### src/core/bdp_pkg.sv
package bdp_pkg;
  localparam int PHASES = 2;
  localparam logic [7:0] ADDR_STATUS_A = 8'h0a;
  localparam logic [7:0] ADDR_STATUS_B = 8'h0b;
  localparam logic [7:0] ADDR_CONTROL = 8'h10;
  localparam logic [7:0] ADDR_CONFIG = 8'h11;
  // Field positions in status A.
  localparam int SA_TW = 0;
  localparam int SA_TSD = 1;
  localparam int SA_TEMP = 2;
  localparam int SA_SERR = 3;
  localparam int SA_POR = 4;
  localparam int SA_OV = 5;
  localparam int SA_RUN = 8;
  // Field positions in status B.
  localparam int SB_DUV = 0;
  localparam int SB_NOK = 1;
  localparam int SB_PIN = 8;
  // Field positions in control.
  localparam int CT_EN = 0;
  localparam int CT_AUTO = 4;
  localparam int CT_PINSEL = 5;
  localparam int CT_KEEP = 6;
  // Field positions in config.
  localparam int CF_TTHR = 0;
  localparam int CF_UVTHR = 4;
  localparam logic [15:0] CONTROL_RESET = 16'h0000;
  localparam logic [15:0] CONFIG_RESET = 16'h0000;
  localparam int CLK_MHZ = 100;
  localparam int UV_BLANK_US = 150;
  localparam int INIT_US = 150;
  localparam int START_MAX_US = 500;
  localparam int UV_BLANK_CYC = UV_BLANK_US * CLK_MHZ;
  localparam int INIT_CYC = INIT_US * CLK_MHZ;
  localparam int START_MAX_CYC = START_MAX_US * CLK_MHZ;
  localparam int TMR_W = 16;
  typedef enum logic [1:0] {
    BDP_RESET = 2'b00,
    BDP_INIT = 2'b01,
    BDP_NORMAL = 2'b10,
    BDP_FAILSAFE = 2'b11
  } bdp_mode_t;
  typedef struct packed {
    logic over_warning;
    logic over_shutdown;
    logic [2:0] temp_code;
    logic serial_error;
    logic boost_overvoltage;
    logic boost_reactivated;
    logic divider_undervoltage;
    logic gate_supply_bad;
    logic [2:0] gate_supply_level;
    logic supply_ok;
    logic otp_failsafe_lock;
  } bdp_sense_t;
  typedef struct packed {
    bdp_mode_t mode;
    logic [TMR_W-1:0] timer;
    logic [TMR_W-1:0] blank;
    logic blank_done;
    logic [15:0] control;
    logic [15:0] config_reg;
    logic [5:0] flags_a;
    logic [1:0] flags_b;
    logic tsd_active;
    logic ov_active;
    logic [1:0] phase_on;
    logic [1:0] en_prev;
    logic [1:0] recover_armed;
    logic [1:0] pin_s1;
    logic [1:0] pin_s2;
    logic [1:0] pin_s3;
    logic [1:0] pin_level;
    logic [15:0] rdata;
    logic regulator_on;
  } bdp_state_t;
endpackage

### src/core/bdp_core.sv
`timescale 1ns/1ps
`default_nettype none
module bdp_core #(
  parameter int UV_BLANK = bdp_pkg::UV_BLANK_CYC,
  parameter int INIT_DELAY = bdp_pkg::INIT_CYC
) (
  input wire logic clock_in,
  input wire logic rst_in,
  input wire logic [7:0] addr_in,
  input wire logic wr_in,
  input wire logic rd_in,
  input wire logic [15:0] wdata_in,
  input wire bdp_pkg::bdp_sense_t sense_in,
  input wire logic [1:0] enable_pin_in,
  output logic [15:0] rdata_out,
  output logic [1:0] gate_enable_out,
  output logic regulator_on_out,
  output bdp_pkg::bdp_mode_t mode_out
);
  bdp_pkg::bdp_state_t s;
  bdp_pkg::bdp_state_t next_s;
  logic [1:0] en_bits;
  logic auto_rec;
  logic pin_mode;
  logic any_pin;
  logic uv_lock;
  logic temp_hit;
  logic [1:0] en_rise;
  logic rd_a;
  logic rd_b;
  logic [5:0] ev_a;
  logic [1:0] ev_b;
  logic [15:0] stat_a;
  logic [15:0] stat_b;

  always_comb begin
    en_bits = s.control[bdp_pkg::CT_EN +: 2];
    pin_mode = s.control[bdp_pkg::CT_PINSEL];
    auto_rec = s.control[bdp_pkg::CT_AUTO] || (s.mode == bdp_pkg::BDP_FAILSAFE);
    any_pin = |s.pin_level;
    uv_lock = s.blank_done && (s.config_reg[bdp_pkg::CF_UVTHR +: 3] != 3'h0) &&
      (sense_in.gate_supply_level < s.config_reg[bdp_pkg::CF_UVTHR +: 3]);
    temp_hit = sense_in.temp_code > s.config_reg[bdp_pkg::CF_TTHR +: 3];
    en_rise = en_bits & ~s.en_prev;
    rd_a = rd_in && (addr_in == bdp_pkg::ADDR_STATUS_A);
    rd_b = rd_in && (addr_in == bdp_pkg::ADDR_STATUS_B);
    ev_a = '0;
    ev_a[bdp_pkg::SA_TW] = sense_in.over_warning;
    ev_a[bdp_pkg::SA_TSD] = sense_in.over_shutdown;
    ev_a[bdp_pkg::SA_TEMP] = temp_hit;
    ev_a[bdp_pkg::SA_SERR] = sense_in.serial_error;
    ev_a[bdp_pkg::SA_OV] = sense_in.boost_overvoltage;
    ev_b = '0;
    ev_b[bdp_pkg::SB_DUV] = sense_in.divider_undervoltage;
    ev_b[bdp_pkg::SB_NOK] = sense_in.gate_supply_bad;
    stat_a = '0;
    stat_a[5:0] = s.flags_a;
    stat_a[bdp_pkg::SA_RUN +: 2] = s.phase_on;
    stat_b = '0;
    stat_b[1:0] = s.flags_b;
    stat_b[bdp_pkg::SB_PIN +: 2] = s.pin_level;

    next_s = s;
    next_s.pin_s1 = enable_pin_in;
    next_s.pin_s2 = s.pin_s1;
    next_s.pin_s3 = s.pin_s2;
    if (s.pin_s2 == s.pin_s3) begin
      next_s.pin_level = s.pin_s3;
    end
    next_s.en_prev = en_bits;
    // Clear on read; a set in the same cycle wins.
    next_s.flags_a = (rd_a ? 6'h00 : s.flags_a) | ev_a;
    next_s.flags_b = (rd_b ? 2'h0 : s.flags_b) | ev_b;
    if (rd_a || rd_b) begin
      next_s.rdata = rd_a ? stat_a : stat_b;
    end else if (rd_in && addr_in == bdp_pkg::ADDR_CONTROL) begin
      next_s.rdata = s.control;
    end else if (rd_in && addr_in == bdp_pkg::ADDR_CONFIG) begin
      next_s.rdata = s.config_reg;
    end else if (rd_in) begin
      next_s.rdata = 16'h0000;
    end
    if (wr_in && addr_in == bdp_pkg::ADDR_CONTROL) begin
      next_s.control = wdata_in;
    end
    if (wr_in && addr_in == bdp_pkg::ADDR_CONFIG) begin
      next_s.config_reg = wdata_in;
    end
    if (s.blank != '0) begin
      next_s.blank = s.blank - 1'b1;
    end else begin
      next_s.blank_done = 1'b1;
    end
    if (sense_in.over_shutdown) begin
      next_s.tsd_active = 1'b1;
    end else if (!sense_in.over_warning) begin
      next_s.tsd_active = 1'b0;
    end
    if (sense_in.boost_overvoltage) begin
      next_s.ov_active = 1'b1;
    end else if (sense_in.boost_reactivated) begin
      next_s.ov_active = 1'b0;
    end
    unique case (s.mode)
      bdp_pkg::BDP_RESET: begin
        next_s.regulator_on = 1'b0;
        next_s.timer = '0;
        if (sense_in.supply_ok && any_pin) begin
          next_s.mode = bdp_pkg::BDP_INIT;
          next_s.regulator_on = 1'b1;
        end
      end
      bdp_pkg::BDP_INIT: begin
        next_s.timer = s.timer + 1'b1;
        if (s.timer >= bdp_pkg::TMR_W'(INIT_DELAY - 1)) begin
          next_s.mode = sense_in.otp_failsafe_lock ? bdp_pkg::BDP_FAILSAFE
            : bdp_pkg::BDP_NORMAL;
        end
      end
      bdp_pkg::BDP_NORMAL, bdp_pkg::BDP_FAILSAFE: begin
        if (!any_pin && !s.control[bdp_pkg::CT_KEEP]) begin
          next_s.mode = bdp_pkg::BDP_RESET;
          next_s.regulator_on = 1'b0;
        end
      end
    endcase
    // A shutdown arms recovery whatever the enable bit, so that dropping the bit cannot bypass the flag check.
    for (int i = 0; i < bdp_pkg::PHASES; i++) begin
      if (s.mode == bdp_pkg::BDP_RESET || s.mode == bdp_pkg::BDP_INIT) begin
        next_s.phase_on[i] = 1'b0;
        next_s.recover_armed[i] = 1'b0;
      end else if (s.tsd_active || sense_in.divider_undervoltage || uv_lock) begin
        next_s.phase_on[i] = 1'b0;
        next_s.recover_armed[i] = 1'b1;
      end else if (!en_bits[i] || (pin_mode && !s.pin_level[i])) begin
        next_s.phase_on[i] = 1'b0;
      end else if (s.ov_active) begin
        next_s.phase_on[i] = 1'b0;
      end else if (s.recover_armed[i]) begin
        if (auto_rec && !s.flags_b[bdp_pkg::SB_DUV]) begin
          next_s.phase_on[i] = 1'b1;
          next_s.recover_armed[i] = 1'b0;
        end else if (en_rise[i] && !s.flags_a[bdp_pkg::SA_TSD]) begin
          next_s.phase_on[i] = 1'b1;
          next_s.recover_armed[i] = 1'b0;
        end
      end else begin
        next_s.phase_on[i] = 1'b1;
      end
    end
  end

  always_ff @(posedge clock_in) begin
    if (rst_in) begin
      s <= '0;
      s.mode <= bdp_pkg::BDP_RESET;
      s.flags_a <= 6'h01 << bdp_pkg::SA_POR;
      s.blank <= bdp_pkg::TMR_W'(UV_BLANK);
      s.control <= bdp_pkg::CONTROL_RESET;
      s.config_reg <= bdp_pkg::CONFIG_RESET;
    end else begin
      s <= next_s;
    end
  end

  assign rdata_out = s.rdata;
  assign gate_enable_out = s.phase_on;
  assign regulator_on_out = s.regulator_on;
  assign mode_out = s.mode;

  a_tsd_off: assert property (@(posedge clock_in) disable iff (rst_in)
    s.tsd_active |=> gate_enable_out == 2'h0) else $error("phase on during shutdown");
  a_tsd_hyst: assert property (@(posedge clock_in) disable iff (rst_in)
    (s.tsd_active && sense_in.over_warning) |=> s.tsd_active) else $error("shutdown ended early");
  a_flag_set: assert property (@(posedge clock_in) disable iff (rst_in)
    sense_in.serial_error |=> s.flags_a[bdp_pkg::SA_SERR]) else $error("serial flag lost");
  a_warn_set: assert property (@(posedge clock_in) disable iff (rst_in)
    sense_in.over_warning |=> s.flags_a[bdp_pkg::SA_TW]) else $error("warning flag lost");
  a_clear_read: assert property (@(posedge clock_in) disable iff (rst_in)
    (rd_b && !ev_b[bdp_pkg::SB_NOK]) |=> !s.flags_b[bdp_pkg::SB_NOK]) else $error("no clear");
  a_ov_off: assert property (@(posedge clock_in) disable iff (rst_in)
    s.ov_active |=> gate_enable_out == 2'h0) else $error("phase on in overvoltage");
  a_en_off: assert property (@(posedge clock_in) disable iff (rst_in)
    !en_bits[0] |=> !gate_enable_out[0]) else $error("phase on without enable");
  a_pin_gate: assert property (@(posedge clock_in) disable iff (rst_in)
    (pin_mode && !s.pin_level[1]) |=> !gate_enable_out[1]) else $error("pin mode ignored");
  a_reg_leave: assert property (@(posedge clock_in) disable iff (rst_in)
    (s.mode == bdp_pkg::BDP_NORMAL && !any_pin && !s.control[bdp_pkg::CT_KEEP])
    |=> s.mode == bdp_pkg::BDP_RESET && !regulator_on_out) else $error("no return to reset");
  a_init_wake: assert property (@(posedge clock_in) disable iff (rst_in)
    (s.mode == bdp_pkg::BDP_RESET && sense_in.supply_ok && any_pin)
    |=> s.mode == bdp_pkg::BDP_INIT && regulator_on_out) else $error("no wake");
  a_ov_flag: assert property (@(posedge clock_in) disable iff (rst_in)
    sense_in.boost_overvoltage |=> s.flags_a[bdp_pkg::SA_OV]) else $error("overvoltage flag lost");
  a_duv_off: assert property (@(posedge clock_in) disable iff (rst_in)
    sense_in.divider_undervoltage |=> gate_enable_out == 2'h0) else $error("phase on in divider fault");
  a_uv_lock: assert property (@(posedge clock_in) disable iff (rst_in)
    uv_lock |=> gate_enable_out == 2'h0) else $error("phase on in gate lockout");
  a_temp_flag: assert property (@(posedge clock_in) disable iff (rst_in)
    temp_hit |=> s.flags_a[bdp_pkg::SA_TEMP]) else $error("temperature flag lost");
  a_armed_hold: assert property (@(posedge clock_in) disable iff (rst_in)
    (s.recover_armed[0] && !auto_rec && !en_rise[0]) |=> !gate_enable_out[0]) else $error("recovery without edge");
endmodule
`default_nettype wire

### config.mk
export PLATFORM = sky130hd
export DESIGN_NAME = bdp_core
export DESIGN_NICKNAME = d
export VERILOG_FILES = /design/src/core/bdp_pkg.sv /design/src/core/bdp_core.sv
export SDC_FILE = /design/constraint.sdc
export NUM_CORES = 1
export LEC_CHECK = 0
export BUFFER_PORTS_ARGS = -buffer_cell sky130_fd_sc_hd__buf_4
export CORE_UTILIZATION = 50
export DETAILED_ROUTE_END_ITERATION = 8
export PLACE_DENSITY_LB_ADDON = 0.2
export SLEW_MARGIN = 20
export SYNTH_ARGS = -nofsm -noshare
export SYNTH_HDL_FRONTEND = slang
export SYNTH_SLANG_ARGS = --single-unit
### constraint.sdc
create_clock -name clock_in -period 7.4 [get_ports clock_in]
set_clock_uncertainty 0.1 [all_clocks]
set_input_delay 1.48 -clock clock_in [delete_from_list [all_inputs] [get_ports clock_in]]
set_output_delay 1.48 -clock clock_in [all_outputs]
set_load 0.1 [all_outputs]
==> load_flow_metrics.sql <==
INSERT INTO impl_metrics (metric_group, metric, value, unit) VALUES
('run_status', 'outcome', 'finished clean', ''),
('synthesis', 'netlist_instances', '527', ''),
('cts', 'cts.path.max_buffers', '2', ''),
('worst_hold_path', 'type_of_the_most_critical_hold_path', 'reg2reg', ''),
('sta', 'setup_tns', '0', 'ns'),
('sta', 'fin_crit', '3.053', 'ns'),
('cts', 'cts_post_setup_buffers_inserted', '0', ''),
('placed_design', 'preCtsSetupSlack', '3.946', 'ns'),
('placed_design', 'port_buffers', '65', ''),
('floorplanning', 'floorplan.die.height', '99.30', 'um'),
('synthesis', 'synth_seq_cells', '108', ''),
('cts', 'cts_repair_resize_count', '0', ''),
('detailed_routing', 'route.detailed.vias_per_inst', '5.515', ''),
('sta', 'final.setup.worst_slack', '4.347', 'ns'),
('sta', 'timing.slew.headroom', '0.3598', ''),
('synthesis', 'postSynth.asyncResetShare', '0', ''),
('power', 'cellLeakagePower', '2.258', 'nW'),
('cts', 'cts.sink_count', '108', ''),
('synthesis', 'synth_edf_count', '0', ''),
('synthesis', 'synthesis.nets', '580', ''),
('cts', 'cts_hold_repair.buffers', '0', ''),
('floorplanning', 'die_area', '9860', 'um2'),
('synthesis', 'synthTopCellsByArea', 'sky130_fd_sc_hd__dfxtp_1, sky130_fd_sc_hd__mux2i_1, sky130_fd_sc_hd__nor2_1', ''),
('synthesis', 'synth_top_cells_by_count', 'sky130_fd_sc_hd__dfxtp_1, sky130_fd_sc_hd__nor2_1, sky130_fd_sc_hd__mux2i_1, sky130_fd_sc_hd__nand2_1, sky130_fd_sc_hd__a21oi_1', ''),
('power', 'pwr-share-seq', '0.588', ''),
('synthesis', 'synth_top_flop_cell', 'sky130_fd_sc_hd__dfxtp_1', ''),
('setup_path', 'endpoint', 'rdata_out[5]', ''),
('sta', 'worst-slew-pin-transition', '0.9568', 'ns'),
('setup_path', 'timing.critical_path.from_type', 'input pin', ''),
('sta', 'final-max-slew-violation-count', '0', ''),
('placed_design', 'dp_hpwl', '6926', 'um'),
('power', 'clk_pwr_share', '0.347', ''),
('cts', 'cts_max_level', '3', ''),
('synthesis', 'yosys.area.top_type_share', '0.4568', ''),
('setup_path', 'regToRegEndpoint', 's[79]', ''),
('synthesis', 'ys_seq_area_frac', '0.4568', ''),
('synthesis', 'synth_area', '4733', 'um2'),
('setup_path', 'arrival', '3.27', 'ns'),
('final_layout', 'share_of_cells_above_drive_strength_1', '0.1664', ''),
('synthesis', 'yosys_warnings', '0', ''),
('cts', 'clock_root_buffer', 'sky130_fd_sc_hd__clkbuf_8', ''),
('synthesis', 'most_used_standard_cell_by_instance_count_after_synthesis', 'sky130_fd_sc_hd__dfxtp_1', ''),
('synthesis', 'synthDominantAreaCellType', 'sky130_fd_sc_hd__dfxtp_1', ''),
('synthesis', 'syn_avg_cell_area', '8.982', 'um2'),
('floorplanning', 'io_count', '66', ''),
('detailed_routing', 'drtAntennaViolNets', '0', ''),
('sta', 'grt_setup_unrepaired', 'no', ''),
('setup_path', 'worst_setup_path_end_kind', 'register', ''),
('sta', 'setup_viol', '0', ''),
('global_routing', 'grt_first_pass_wirelength', '16450', 'um'),
('cts', 'clk-insertion-delay-late', '0.37', 'ns'),
('sta', 'post-route-period-util', '0.4126', ''),
('detailed_routing', 'drt_drc_violations_left', '0', ''),
('power', 'power_per_cell_area', '189.4', 'nW/um2'),
('floorplanning', 'initial_utilization', '0.5147', ''),
('cts', 'cts_tree', 'built', ''),
('detailed_routing', 'wirelength', '9721', 'um'),
('global_routing', 'maximum_number_of_pins_on_one_net_before_global_route_repair', '81', ''),
('setup_path', 'reg2reg_depth', '6', ''),
('power', 'cellInternalPower', '0.7555', 'mW'),
('power', 'netSwitchingFraction', '0.2580', ''),
('cts', 'clk_pin_slew_worst_paths', '0.11', 'ns'),
('global_routing', 'grt_antenna_before_repair', '0', ''),
('global_routing', 'grtUsageTotal', '0.2091', ''),
('final_layout', 'nNetsFinal', '619', ''),
('power', 'worst_ir_drop_vdd', '0.00009560', 'V'),
('setup_path', 'worst-endpoint-required', '7.62', 'ns'),
('sta', 'timing.fmax', '327.6', 'MHz'),
('floorplanning', 'chipWidth', '99.30', 'um'),
('setup_path', 'critical_path_class', 'in2reg', ''),
('final_layout', 'flow.area_growth_from_synthesis', '13.59', '%');
## registers in the layout, indices dropped and copies added, names as in the netlist
| register | flops |
|---|---|
| s | 80 |
| rdata_out | 16 |
| next_s | 4 |
| en_bits | 2 |
| gate_enable_out | 2 |
| mode_out | 2 |
| pin_mode | 1 |
| regulator_on_out | 1 |
## per-stage QoR
step | instance area, um2 | hold WS, ns | instances | total power, mW | util
2_1_floorplan | 4733 | 0.3138 | 527 | 0.6455 | -
3_3_place_gp | 5161 | 0.3274 | 666 | 0.6753 | 0.5612
3_5_place_dp | 5174 | 0.3300 | 666 | 0.6781 | 0.5626
4_1_cts | 5376 | 0.3468 | 682 | 1.032 | 0.5846
5_1_grt | 5376 | 0.3704 | 682 | 1.066 | 0.5846
6_report | 5376 | 0.3452 | 682 | 1.018 | 0.5846
## layout make-up
cell class,count,area [um2]
Clock buffer,9,123.9
Clock inverter,7,78.83
Fill cell,831,3820
Inverter,23,86.33
Multi-Input combinational cell,356,2276
Sequential cell,108,2162
Tap cell,111,138.9
Timing Repair Buffer,68,510.5
## power by group through the flow
| stage | logic, mW | registers [mW] | clock network, mW |
|---|---|---|---|
| 3_5_place_dp | 0.0662 | 0.612 | 0 |
| 3_3_place_gp | 0.0638 | 0.612 | 0 |
| 5_1_grt | 0.0730 | 0.601 | 0.392 |
| 6_report | 0.0657 | 0.599 | 0.354 |
| 2_1_floorplan | 0.0362 | 0.609 | 0 |
| 4_1_cts | 0.0665 | 0.599 | 0.367 |
## routing by layer
layer	up-vias	track usage	wire (um)
li1	1925	-	-
met1	1765	0.2737	4704
met2	63	0.3397	4608
met3	8	0.04708	310
met4	0	0.07466	97
met5	-	0	0
## worst min path at each step
stage	start	end	slack, ns	cells after the start
6_report	rdata_out[12]	rdata_out[12]	0.35	2
5_1_grt	rdata_out[14]	rdata_out[14]	0.37	2
4_1_cts	rdata_out[7]	rdata_out[7]	0.35	2
3_5_place_dp	rdata_out[7]	rdata_out[7]	0.33	2
3_3_place_gp	rdata_out[15]	rdata_out[15]	0.33	2
2_1_floorplan	next_s[21]	next_s[19]	0.31	1
## placed cells by master, fill, tap and decap left out, types with 10 or more instances in the layout
master	n
sky130_fd_sc_hd__o21ai_0	15
sky130_fd_sc_hd__xnor2_1	12
sky130_fd_sc_hd__nand3_1	12
sky130_fd_sc_hd__buf_4	68
sky130_fd_sc_hd__mux2i_1	41
sky130_fd_sc_hd__a21oi_1	28
sky130_fd_sc_hd__nor2_1	70
sky130_fd_sc_hd__dfxtp_1	108
sky130_fd_sc_hd__nor4_1	10
sky130_fd_sc_hd__nor3_1	18
sky130_fd_sc_hd__nor2b_1	17
sky130_fd_sc_hd__a22oi_1	13
sky130_fd_sc_hd__nand2_1	31
sky130_fd_sc_hd__inv_1	23
## kinds of logic (layout without fill, tap and decap cells)
kind of cell / Yosys count / in the layout / synth area share
AOI/OAI and AO/OA: 96 / 96 / 0.1353
xor gates and xnor gates: 12 / 12 / 0.02220
adders and majority gates: 8 / 8 / 0.02115
buffers and inverters: 63 / 107 / 0.06767
DFF: 108 / 108 / 0.4568
muxes: 43 / 43 / 0.09225
and+or+nand+nor: 197 / 197 / 0.2046
## critical path, stage by stage
cell                      delay, ns
sky130_fd_sc_hd__buf_4         0.11
sky130_fd_sc_hd__or4_1         0.69
sky130_fd_sc_hd__or3_1         0.55
sky130_fd_sc_hd__nor2_1        0.26
sky130_fd_sc_hd__a221o_1       0.19
Power figures use the tool's default switching activity.
